`src/logic/sser_regs.svh`:
```
// Register map, field positions, reset values of the status event block.
// Assumes a 32-bit AXI4-Lite slave, one aligned word per register.
// Operation
// - Rising filter bit 10 latches constant current.
// - Enabled operation events OR into summary.
// - Request mask 128 lets operation summary request.
// - Operation event read returns bits, then clears.
// - Rising filters all ones at reset, preset.
// - Constant voltage at bit 8; 1280 covers both.
// - Overcurrent bit 1, overtemperature bit 4; 18.
// - Mask 136 requests on either summary.
// - Falling filter bit 10 latches leaving current.
// - Pending request sets status byte bit 6.
// - Request drives line; poll clears only bit.
// - Master summary: live OR of enabled bits.
// - Event register read clears; summary drops.
`ifndef SSER_REGS_SVH
`define SSER_REGS_SVH
// ----------------------------------------------------------------
// Register offsets
// ----------------------------------------------------------------
`define SSER_OP_COND 8'h00
`define SSER_OP_RISE 8'h04
`define SSER_OP_FALL 8'h08
`define SSER_OP_EVENT 8'h0C
`define SSER_OP_ENAB 8'h10
`define SSER_QS_COND 8'h14
`define SSER_QS_RISE 8'h18
`define SSER_QS_FALL 8'h1C
`define SSER_QS_EVENT 8'h20
`define SSER_QS_ENAB 8'h24
`define SSER_SREQ_ENAB 8'h28
`define SSER_STB_QUERY 8'h2C
`define SSER_STB_POLL 8'h30
`define SSER_CTRL 8'h34
// ----------------------------------------------------------------
// Field positions and reset values
// ----------------------------------------------------------------
`define SSER_BIT_VOLT 8
`define SSER_BIT_CURR 10
`define SSER_BIT_OVERCUR 1
`define SSER_BIT_OVERTEMP 4
`define SSER_STB_QS_SUM 3
`define SSER_STB_RQS 6
`define SSER_STB_OP_SUM 7
`define SSER_CTRL_PRESET 0
`define SSER_CTRL_CLEAR 1
`define SSER_RISE_RESET 16'hFFFF
`define SSER_FALL_RESET 16'h0000
`define SSER_ENAB_RESET 16'h0000
`endif

```
`src/logic/sser_pkg.sv`:
```
// Types of the status event block.
// Assumes sser_regs.svh carries the numbers.
`default_nettype none
package sser_pkg;
  typedef logic [15:0] sser_word_t;
  typedef logic [7:0] sser_byte_t;
  typedef enum logic [1:0] {
    SSER_RD_IDLE = 2'b00,
    SSER_RD_RESP = 2'b01
  } sser_rd_t;
  typedef enum logic [1:0] {
    SSER_WR_IDLE = 2'b00,
    SSER_WR_RESP = 2'b01
  } sser_wr_t;
endpackage
`default_nettype wire

```
`src/logic/sser_status.sv`:
```
// Status event block: two groups, transition filters, sticky events,
// status byte, service request line, AXI4-Lite register slave.
// Assumes condition flags come from another clock domain or pins.
//
// Register access over AXI4-Lite and the register offsets were chosen for this implementation.
`timescale 1ns/1ns
`default_nettype none
`include "sser_regs.svh"
module sser_status (
  input wire logic aclk,
  input wire logic aresetn,
  input wire logic clk_en,
  input wire logic constant_voltage_flag,
  input wire logic constant_current_flag,
  input wire logic overcurrent_flag,
  input wire logic overtemperature_flag,
  input wire logic [7:0] s_axi_awaddr,
  input wire logic s_axi_awvalid,
  output logic s_axi_awready,
  input wire logic [31:0] s_axi_wdata,
  input wire logic [3:0] s_axi_wstrb,
  input wire logic s_axi_wvalid,
  output logic s_axi_wready,
  output logic [1:0] s_axi_bresp,
  output logic s_axi_bvalid,
  input wire logic s_axi_bready,
  input wire logic [7:0] s_axi_araddr,
  input wire logic s_axi_arvalid,
  output logic s_axi_arready,
  output logic [31:0] s_axi_rdata,
  output logic [1:0] s_axi_rresp,
  output logic s_axi_rvalid,
  input wire logic s_axi_rready,
  output logic service_request,
  output logic [7:0] status_byte
);
  import sser_pkg::*;

  // ----------------------------------------------------------------
  // State
  // ----------------------------------------------------------------
  typedef struct packed {
    logic [3:0] sync1;
    logic [3:0] sync2;
    sser_word_t op_prev;
    sser_word_t qs_prev;
    sser_word_t op_rise;
    sser_word_t op_fall;
    sser_word_t op_event;
    sser_word_t op_enab;
    sser_word_t qs_rise;
    sser_word_t qs_fall;
    sser_word_t qs_event;
    sser_word_t qs_enab;
    sser_byte_t sreq_enab;
    logic rqs;
    logic mss_prev;
    sser_byte_t stb;
    logic srq;
    sser_wr_t wr;
    logic aw_got;
    logic w_got;
    logic [7:0] awaddr;
    logic [31:0] wdata;
    logic [3:0] wstrb;
    logic [1:0] bresp;
    sser_rd_t rd;
    logic [31:0] rdata;
    logic [1:0] rresp;
    // Handshake outputs kept as flops of their own
    logic awrdy;
    logic wrdy;
    logic bvld;
    logic arrdy;
    logic rvld;
  } sser_state_t;

  sser_state_t st;
  sser_state_t next_st;
  sser_word_t op_cond;
  sser_word_t qs_cond;
  sser_word_t op_new;
  sser_word_t qs_new;
  logic operation_summary;
  logic questionable_summary;
  sser_byte_t stb_live;
  logic mss;
  logic rd_take;
  logic wr_do;
  logic [7:0] wa;
  logic [31:0] wv;

  // Live condition words from the synchronised flags
  always_comb begin
    op_cond = '0;
    qs_cond = '0;
    op_cond[`SSER_BIT_VOLT] = st.sync2[0];
    op_cond[`SSER_BIT_CURR] = st.sync2[1];
    qs_cond[`SSER_BIT_OVERCUR] = st.sync2[2];
    qs_cond[`SSER_BIT_OVERTEMP] = st.sync2[3];
  end

  // Edge detection through the filters, per bit
  genvar gi;
  generate
    for (gi = 0; gi < 16; gi++) begin : g_edge
      assign op_new[gi] = (st.op_rise[gi] & op_cond[gi] & ~st.op_prev[gi])
        | (st.op_fall[gi] & ~op_cond[gi] & st.op_prev[gi]);
      assign qs_new[gi] = (st.qs_rise[gi] & qs_cond[gi] & ~st.qs_prev[gi])
        | (st.qs_fall[gi] & ~qs_cond[gi] & st.qs_prev[gi]);
    end
  endgenerate

  // Summaries and status byte
  assign operation_summary = |(st.op_event & st.op_enab);
  assign questionable_summary = |(st.qs_event & st.qs_enab);
  always_comb begin
    stb_live = '0;
    stb_live[`SSER_STB_OP_SUM] = operation_summary;
    stb_live[`SSER_STB_QS_SUM] = questionable_summary;
  end
  assign mss = |(stb_live & st.sreq_enab);

  assign rd_take = s_axi_arvalid && st.rd == SSER_RD_IDLE;
  assign wr_do = st.wr == SSER_WR_IDLE && st.aw_got && st.w_got;
  assign wa = st.awaddr;
  assign wv = st.wdata;

  // ----------------------------------------------------------------
  // Next state
  // ----------------------------------------------------------------
  always_comb begin
    next_st = st;
    next_st.sync1 = {overtemperature_flag, overcurrent_flag, constant_current_flag,
      constant_voltage_flag};
    next_st.sync2 = st.sync1;
    next_st.op_prev = op_cond;
    next_st.qs_prev = qs_cond;
    // Sticky events; new edges always OR in after any clear
    next_st.op_event = st.op_event | op_new;
    next_st.qs_event = st.qs_event | qs_new;
    // Request bit latches on a rising master summary
    if (mss && !st.mss_prev) begin
      next_st.rqs = 1'b1;
    end
    next_st.mss_prev = mss;

    // Write channel
    if (s_axi_awvalid && !st.aw_got && st.wr == SSER_WR_IDLE) begin
      next_st.aw_got = 1'b1;
      next_st.awaddr = s_axi_awaddr;
    end
    if (s_axi_wvalid && !st.w_got && st.wr == SSER_WR_IDLE) begin
      next_st.w_got = 1'b1;
      next_st.wdata = s_axi_wdata;
      next_st.wstrb = s_axi_wstrb;
    end
    if (st.wr == SSER_WR_RESP && s_axi_bready) begin
      next_st.wr = SSER_WR_IDLE;
    end
    if (wr_do) begin
      next_st.aw_got = 1'b0;
      next_st.w_got = 1'b0;
      next_st.wr = SSER_WR_RESP;
      next_st.bresp = 2'b00;
      unique case (wa)
        `SSER_OP_RISE: next_st.op_rise = wv[15:0];
        `SSER_OP_FALL: next_st.op_fall = wv[15:0];
        `SSER_OP_ENAB: next_st.op_enab = wv[15:0];
        `SSER_QS_RISE: next_st.qs_rise = wv[15:0];
        `SSER_QS_FALL: next_st.qs_fall = wv[15:0];
        `SSER_QS_ENAB: next_st.qs_enab = wv[15:0];
        `SSER_SREQ_ENAB: next_st.sreq_enab = wv[7:0];
        `SSER_CTRL: begin
          if (wv[`SSER_CTRL_PRESET]) begin
            next_st.op_rise = `SSER_RISE_RESET;
            next_st.qs_rise = `SSER_RISE_RESET;
            next_st.op_fall = `SSER_FALL_RESET;
            next_st.qs_fall = `SSER_FALL_RESET;
            next_st.op_enab = `SSER_ENAB_RESET;
            next_st.qs_enab = `SSER_ENAB_RESET;
          end
          // Clear keeps coincident edges, and a new request rise wins
          if (wv[`SSER_CTRL_CLEAR]) begin
            next_st.op_event = op_new;
            next_st.qs_event = qs_new;
            next_st.rqs = mss && !st.mss_prev;
          end
        end
        default: next_st.bresp = 2'b10;
      endcase
    end

    // Read channel; event reads clear but keep coincident edges
    if (st.rd == SSER_RD_RESP && s_axi_rready) begin
      next_st.rd = SSER_RD_IDLE;
    end
    if (rd_take) begin
      next_st.rd = SSER_RD_RESP;
      next_st.rresp = 2'b00;
      next_st.rdata = '0;
      unique case (s_axi_araddr)
        `SSER_OP_COND: next_st.rdata[15:0] = op_cond;
        `SSER_OP_RISE: next_st.rdata[15:0] = st.op_rise;
        `SSER_OP_FALL: next_st.rdata[15:0] = st.op_fall;
        `SSER_OP_EVENT: begin
          next_st.rdata[15:0] = st.op_event;
          next_st.op_event = op_new;
        end
        `SSER_OP_ENAB: next_st.rdata[15:0] = st.op_enab;
        `SSER_QS_COND: next_st.rdata[15:0] = qs_cond;
        `SSER_QS_RISE: next_st.rdata[15:0] = st.qs_rise;
        `SSER_QS_FALL: next_st.rdata[15:0] = st.qs_fall;
        `SSER_QS_EVENT: begin
          next_st.rdata[15:0] = st.qs_event;
          next_st.qs_event = qs_new;
        end
        `SSER_QS_ENAB: next_st.rdata[15:0] = st.qs_enab;
        `SSER_SREQ_ENAB: next_st.rdata[7:0] = st.sreq_enab;
        `SSER_STB_QUERY: begin
          next_st.rdata[7:0] = stb_live;
          next_st.rdata[`SSER_STB_RQS] = mss;
        end
        `SSER_STB_POLL: begin
          next_st.rdata[7:0] = stb_live;
          next_st.rdata[`SSER_STB_RQS] = st.rqs;
          next_st.rqs = mss && !st.mss_prev;
        end
        `SSER_CTRL: next_st.rdata = '0;
        default: next_st.rresp = 2'b10;
      endcase
    end

    // Registered outputs
    next_st.stb = stb_live;
    next_st.stb[`SSER_STB_RQS] = next_st.rqs;
    next_st.srq = next_st.rqs;
    // Handshake flags registered from the next channel state
    next_st.awrdy = !next_st.aw_got && next_st.wr == SSER_WR_IDLE;
    next_st.wrdy = !next_st.w_got && next_st.wr == SSER_WR_IDLE;
    next_st.bvld = next_st.wr == SSER_WR_RESP;
    next_st.arrdy = next_st.rd == SSER_RD_IDLE;
    next_st.rvld = next_st.rd == SSER_RD_RESP;
  end

  // ----------------------------------------------------------------
  // Registers
  // ----------------------------------------------------------------
  always_ff @(posedge aclk) begin
    if (!aresetn) begin
      st <= '0;
      st.op_rise <= `SSER_RISE_RESET;
      st.qs_rise <= `SSER_RISE_RESET;
      st.wr <= SSER_WR_IDLE;
      st.rd <= SSER_RD_IDLE;
      // Idle channels accept right after reset
      st.awrdy <= 1'b1;
      st.wrdy <= 1'b1;
      st.arrdy <= 1'b1;
    end else if (clk_en) begin
      st <= next_st;
    end
  end

  // Bus and pin outputs straight from flops
  assign s_axi_awready = st.awrdy;
  assign s_axi_wready = st.wrdy;
  assign s_axi_bvalid = st.bvld;
  assign s_axi_bresp = st.bresp;
  assign s_axi_arready = st.arrdy;
  assign s_axi_rvalid = st.rvld;
  assign s_axi_rdata = st.rdata;
  assign s_axi_rresp = st.rresp;
  assign service_request = st.srq;
  assign status_byte = st.stb;

  // ----------------------------------------------------------------
  // Checks
  // ----------------------------------------------------------------
  chk_cc_rise_latch: assert property (@(posedge aclk) disable iff (!aresetn)
    clk_en && st.op_rise[10] && op_cond[10] && !st.op_prev[10]
    |=> st.op_event[10]) else $error("rising current edge not latched");
  chk_cc_fall_latch: assert property (@(posedge aclk) disable iff (!aresetn)
    clk_en && st.op_fall[10] && !op_cond[10] && st.op_prev[10]
    |=> st.op_event[10]) else $error("falling current edge not latched");
  chk_operation_summary_sum_bit: assert property (@(posedge aclk) disable iff (!aresetn)
    clk_en |=> status_byte[7] == $past(operation_summary))
    else $error("operation summary wrong");
  chk_mss_mask: assert property (@(posedge aclk) disable iff (!aresetn)
    mss == ((operation_summary && st.sreq_enab[7])
      || (questionable_summary && st.sreq_enab[3])))
    else $error("master summary mask wrong");
  chk_rqs_sets: assert property (@(posedge aclk) disable iff (!aresetn)
    clk_en && mss && !st.mss_prev |=> service_request && status_byte[6])
    else $error("request bit not set");
  chk_poll_clears: assert property (@(posedge aclk) disable iff (!aresetn)
    clk_en && rd_take && s_axi_araddr == `SSER_STB_POLL && !(mss && !st.mss_prev)
    |=> !service_request) else $error("poll did not clear request");
  chk_read_clears: assert property (@(posedge aclk) disable iff (!aresetn)
    clk_en && rd_take && s_axi_araddr == `SSER_OP_EVENT && op_new == 16'h0000
    |=> st.op_event == 16'h0000) else $error("event read did not clear");
  chk_edge_kept: assert property (@(posedge aclk) disable iff (!aresetn)
    clk_en && rd_take && s_axi_araddr == `SSER_OP_EVENT && op_new[10]
    |=> st.op_event[10]) else $error("coincident edge lost");
  chk_sticky_event: assert property (@(posedge aclk) disable iff (!aresetn)
    st.op_event[8] && !(clk_en && rd_take) && !wr_do |=> st.op_event[8])
    else $error("event bit dropped without read");
  chk_cv_rise_latch: assert property (@(posedge aclk) disable iff (!aresetn)
    clk_en && st.op_rise[8] && op_cond[8] && !st.op_prev[8]
    |=> st.op_event[8]) else $error("rising voltage edge not latched");
  chk_qs_rise_latch: assert property (@(posedge aclk) disable iff (!aresetn)
    clk_en && st.qs_rise[4] && qs_cond[4] && !st.qs_prev[4]
    |=> st.qs_event[4]) else $error("rising overtemperature edge not latched");
  chk_preset_rise: assert property (@(posedge aclk) disable iff (!aresetn)
    clk_en && wr_do && wa == `SSER_CTRL && wv[`SSER_CTRL_PRESET]
    |=> st.op_rise == 16'hFFFF && st.qs_rise == 16'hFFFF)
    else $error("preset did not set rising filters");
  chk_query_live: assert property (@(posedge aclk) disable iff (!aresetn)
    clk_en && rd_take && s_axi_araddr == `SSER_STB_QUERY
    |=> s_axi_rdata[6] == $past(mss)) else $error("query bit 6 not live summary");
  chk_poll_keeps: assert property (@(posedge aclk) disable iff (!aresetn)
    clk_en && rd_take && s_axi_araddr == `SSER_STB_POLL
    |=> status_byte[7] == $past(operation_summary)
      && status_byte[3] == $past(questionable_summary))
    else $error("poll disturbed summary bits");
endmodule
`default_nettype wire

```
`config.mk`:
```
export PLATFORM = sky130hd
export DESIGN_NAME = sser_status
export DESIGN_NICKNAME = d
export VERILOG_FILES = /design/src/logic/sser_pkg.sv /design/src/logic/sser_status.sv
export VERILOG_INCLUDE_DIRS = /design/src /design/src/logic
export SDC_FILE = /design/constraint.sdc
export NUM_CORES = 1
export LEC_CHECK = 0
export BUFFER_PORTS_ARGS = -buffer_cell sky130_fd_sc_hd__buf_2
export CAP_MARGIN = 20
export CORE_ASPECT_RATIO = 1.4
export CORE_MARGIN = 3
export CORE_UTILIZATION = 45
export CTS_BUF_LIST = sky130_fd_sc_hd__clkbuf_8
export DETAILED_ROUTE_END_ITERATION = 8
export GPL_TIMING_DRIVEN = 0
export PLACE_DENSITY = 0.67
export SETUP_SLACK_MARGIN = 0.05
export SYNTH_ARGS = -nofsm -noshare
export SYNTH_HDL_FRONTEND = slang
export SYNTH_SLANG_ARGS = --single-unit
```
`constraint.sdc`:
```
create_clock -name aclk -period 3.4 [get_ports aclk]
set_input_delay 0.68 -clock aclk [delete_from_list [all_inputs] [get_ports aclk]]
set_output_delay 0.68 -clock aclk [all_outputs]
set_load 0.02 [all_outputs]
```
### After elaboration in Yosys (flattened, before gate mapping)

Cells that the tools add are included.
Widths: inputs -> output; s select.

* output and inout bits: 50
* logic and storage cells: 167
* bits in registers: 208

* equality and inequality tests: 26
* reductions and logical operators: 44
* bitwise gates (word level): 33
* mux-type cells: 34

Operators with widths (number)
* $pmux 16 s2: 6
* $mux 16: 9
* $mux 105: 1
* $pmux 8 s12: 1
* $eq 8x6->1 const B: 9
* $pmux 8 s9: 1
* $eq 8x5->1 const B: 7
* $mux 48: 1
* $mux 36: 1
* $and 16x16->16: 2
* $mux 32: 1
* $reduce_or 16->1: 2
* $eq 8x4->1 const B: 3
* $reduce_and 4->1: 6
* $and 1x1->1: 16
* $eq 8x3->1 const B: 2
* $or 16x11->16: 1
* $or 16x5->16: 1
* $reduce_or 8->1: 2
* $reduce_or 14->1: 1
* $logic_and 1x1->1: 12
* $reduce_bool 2->1: 6
* $and 8x8->8: 1
* $eq 2x1->1 const B: 4
* other kinds (12): 41

### Depth between registers and ports, before layout

* depth after elaboration: 11
* depth in mapped cells: 9

### Worst setup path before layout

No wires, ideal clock.

* path kind: input -> register
* start: in clk_en
* end: reg st[116] (netlist bit)
* setup slack: 1.099 ns
* arrival time: 2.185 ns
* cell stages on the path: 8
* path buffers: 3
* cells stage by stage: buf_2 > nor3b_4 > nand3_4 > or4_1 > buf_2 > buf_6 > nand2_1 > a21boi_1

* longest elaborated chain between the ends: 1

RTL lines
* start: declaration: RTL line sser_status.sv:12 `input wire logic clk_en,`
* $reduce_and 4->1 (no source line)
* end signal: assignment: RTL line sser_status.sv:261 `st <= next_st;`
* end: declaration: RTL line sser_status.sv:78 `sser_state_t st;`

No other way between the ends.
A chain may end at the register's enable or synchronous reset.

### Worst setup path in the final report

* start: in s_axi_araddr[3]
* end: reg st[194] (netlist bit)

* longest elaborated chain between the ends: 3

RTL lines
* start: declaration: RTL line sser_status.sv:27 `input wire logic [7:0] s_axi_araddr,`
* $eq 8x4->1: RTL line sser_status.sv:202 `unique case (s_axi_araddr)`
* $mux 16: RTL line sser_status.sv:202
* $mux 16: RTL line sser_status.sv:198 `if (rd_take) begin`

No other way between the ends.

==> metrics.cfg <==
[setup_path]
cp_max_fo=10
rr_worst_depth=6
crit_path_start=s_axi_araddr[3]
cp-end-kind=flop
timing.rr.start=wa[2]
required_ns=3.88
critPathKind=input port to flop
start_kind=input port
crit_arrival_ns=3.10

[global_route]
grt_max_degree=16
antenna_found_initial=0
track_usage=0.291
grt_overflow=0
grt_pass1_vias=7996
grt_pass1_wl_um=50200

[logic_synthesis]
synth_cell_types=67
synth.area.top_cells=dfxtp_1 (43%), mux2i_1 (9.1%), nand3_1 (4.9%), nand2_1 (3.8%), buf_4 (3.6%)
syn-cell-area_um2=9620
yosys.area.top_type_share=0.427
synth-seq-cells=205
avgSynthCellArea_um2=9.15
ys_seq_area_frac=0.427
yosysTopAreaCell=dfxtp_1
async_flop_share=0
ys_warn_count=0
synth_edf_count=0
synthCells=1051
synthFlopType=dfxtp_1

[detailed_routing]
drt_iter0_markers=859
first_pass_iters=6
final_antenna_net_count=0
via_count=8592
viasPerCell=5.92
wirelength_um=33900
drc=0
wl_per_cell_um=23.4

[sta]
slew_headroom=0.302
rsz0062_at_grt=false
hold_violations=0
fin_worst_skew_ns=0.0326
setup-tns-final_ns=0
worstMarginPinSlew_ns=1.04
fmax_mhz=383
finalSetupViolCount=0
finalCritPeriodShare=0.768
slew_violations=0
period_needed_ns=2.61

[outcome]
status=complete, no violations

[floorplan]
die-area_um2=23200
fp.dieW_um=130
initial_core_util=0.463
row_count=62
io_pins=114
die_h_um=179
core_um2=20800

[power]
p_per_area_nw_per_um2=449
p_leak_nw=4.29
irDropWorstVdd_v=0.000324
power.total_mw=4.93

[placed_design]
dpl.cell_count=1393
gp_congestion=0.977
dpl.hpwl_um=25800
place_area_um2=10300
port_buffers=64

[clocking]
h-tree-depth=1
cts_tree=done
ctsHoldBuffers=0
post-cts-setup-buffers=0
cts_resized=0
worstSkewPairLatency_ns=0.59
cts-buffers-inserted=31
numClockSinks=205
cts.path.max_buffers=3
cts.root.buffer_cell=clkbuf_8
cts.clk_slew.worst_paths_ns=0.07

[layout]
fin_cells=1451
diodes=0
drive_gt1_frac=0.183
utilization=0.528
mostFrequentLayoutCell=dfxtp_1
syn2layout_area_growth_pct=14.2
final_cell_mix=dfxtp_1 (205), nand2_1 (98), nand3_1 (95)
design_area_um2=11000
layout.nets=1234
multiInputGateArea_um2=4870
nFillCells=2016
regArea_um2=4100

[min_path]
hold_start=s_axi_awaddr[5]
min_path_cells=3
holdCritPathClass=input port to flop

[job]
drv_cap=0

[path summary, 6_finish.rpt]
check / slack, ns / endpoint
worst max-delay path: 0.79 / st[194]
worst max register to register: 0.91 / st[154]
worst min-delay path: 0.34 / wa[5]
worst min register to register: 0.44 / status_byte[6]
[cell usage after synthesis, types with 10 or more instances]
| master | number |
|---|---|
| a21boi_0 | 22 |
| a21boi_1 | 10 |
| a21oi_1 | 17 |
| a221oi_1 | 15 |
| a22o_1 | 11 |
| a22oi_1 | 23 |
| and3_1 | 32 |
| buf_2 | 12 |
| buf_4 | 46 |
| clkbuf_1 | 49 |
| dfxtp_1 | 205 |
| mux2_2 | 12 |
| mux2i_1 | 87 |
| nand2_1 | 98 |
| nand2b_1 | 19 |
| nand3_1 | 95 |
| nor2_1 | 15 |
| nor2b_1 | 51 |
| o21ai_0 | 57 |
| o21ai_1 | 16 |
| o21ai_2 | 18 |
| o22ai_1 | 10 |
[cell type report]
class                   instances  area share
repair buffers                 64      0.0292
flip-flops and latches        205       0.374
inverters                       6     0.00205
well taps                     256      0.0292
clock inverters                20      0.0104
multi-input cells             739       0.444
clock buffers                  38      0.0476
plain buffers                 123      0.0646
[logic make-up (layout without fill, tap and decap cells)]
kind of cell | Yosys count | in the layout | share of synthesized area
buffers and inverters | 129 | 251 | 0.0761
other | 1 | 23 | 0.000390
and+or+nand+nor | 369 | 369 | 0.213
AOI/OAI and AO/OA | 247 | 247 | 0.177
muxes | 100 | 100 | 0.107
DFF | 205 | 205 | 0.427
[critical path, cell delays in order]
cell and delay, ns:
clkbuf_1 0.29, nor3b_1 0.89, and3_1 0.39, a32oi_1 0.26, clkbuf_1 0.33, and3_1 0.25
[state kept, by name (all words and copies together), names as in the netlist]
signal / count
s_axi_arready: 1
wa: 8
wv: 16
s_axi_wready: 1
status_byte: 3
s_axi_awready: 1
st: 147
next_st: 8
s_axi_bvalid: 1
s_axi_bresp: 1
s_axi_rresp: 1
s_axi_rvalid: 1
s_axi_rdata: 16
[metrics by stage]
stage	worst slack, ns	hold WS [ns]
floorplan	1.10	0.412
global placement	0.289	0.420
detailed placement	0.236	0.436
CTS	0.860	0.316
global route	0.702	0.350
finish	0.788	0.341
[routing by layer]
metal	routed length [µm]	vias up	GRT usage
li1	-	3999	-
met4	2740	0	0.186
met1	13200	4037	0.360
met5	0	-	0
met3	2390	124	0.0420
met2	15600	432	0.469
[where the power goes]
group / internal, mW / switching [mW]
logic: 0.145 / 0.246
clock network: 1.08 / 0.980
registers: 2.43 / 0.0460
(Power assumes the default switching activity.)
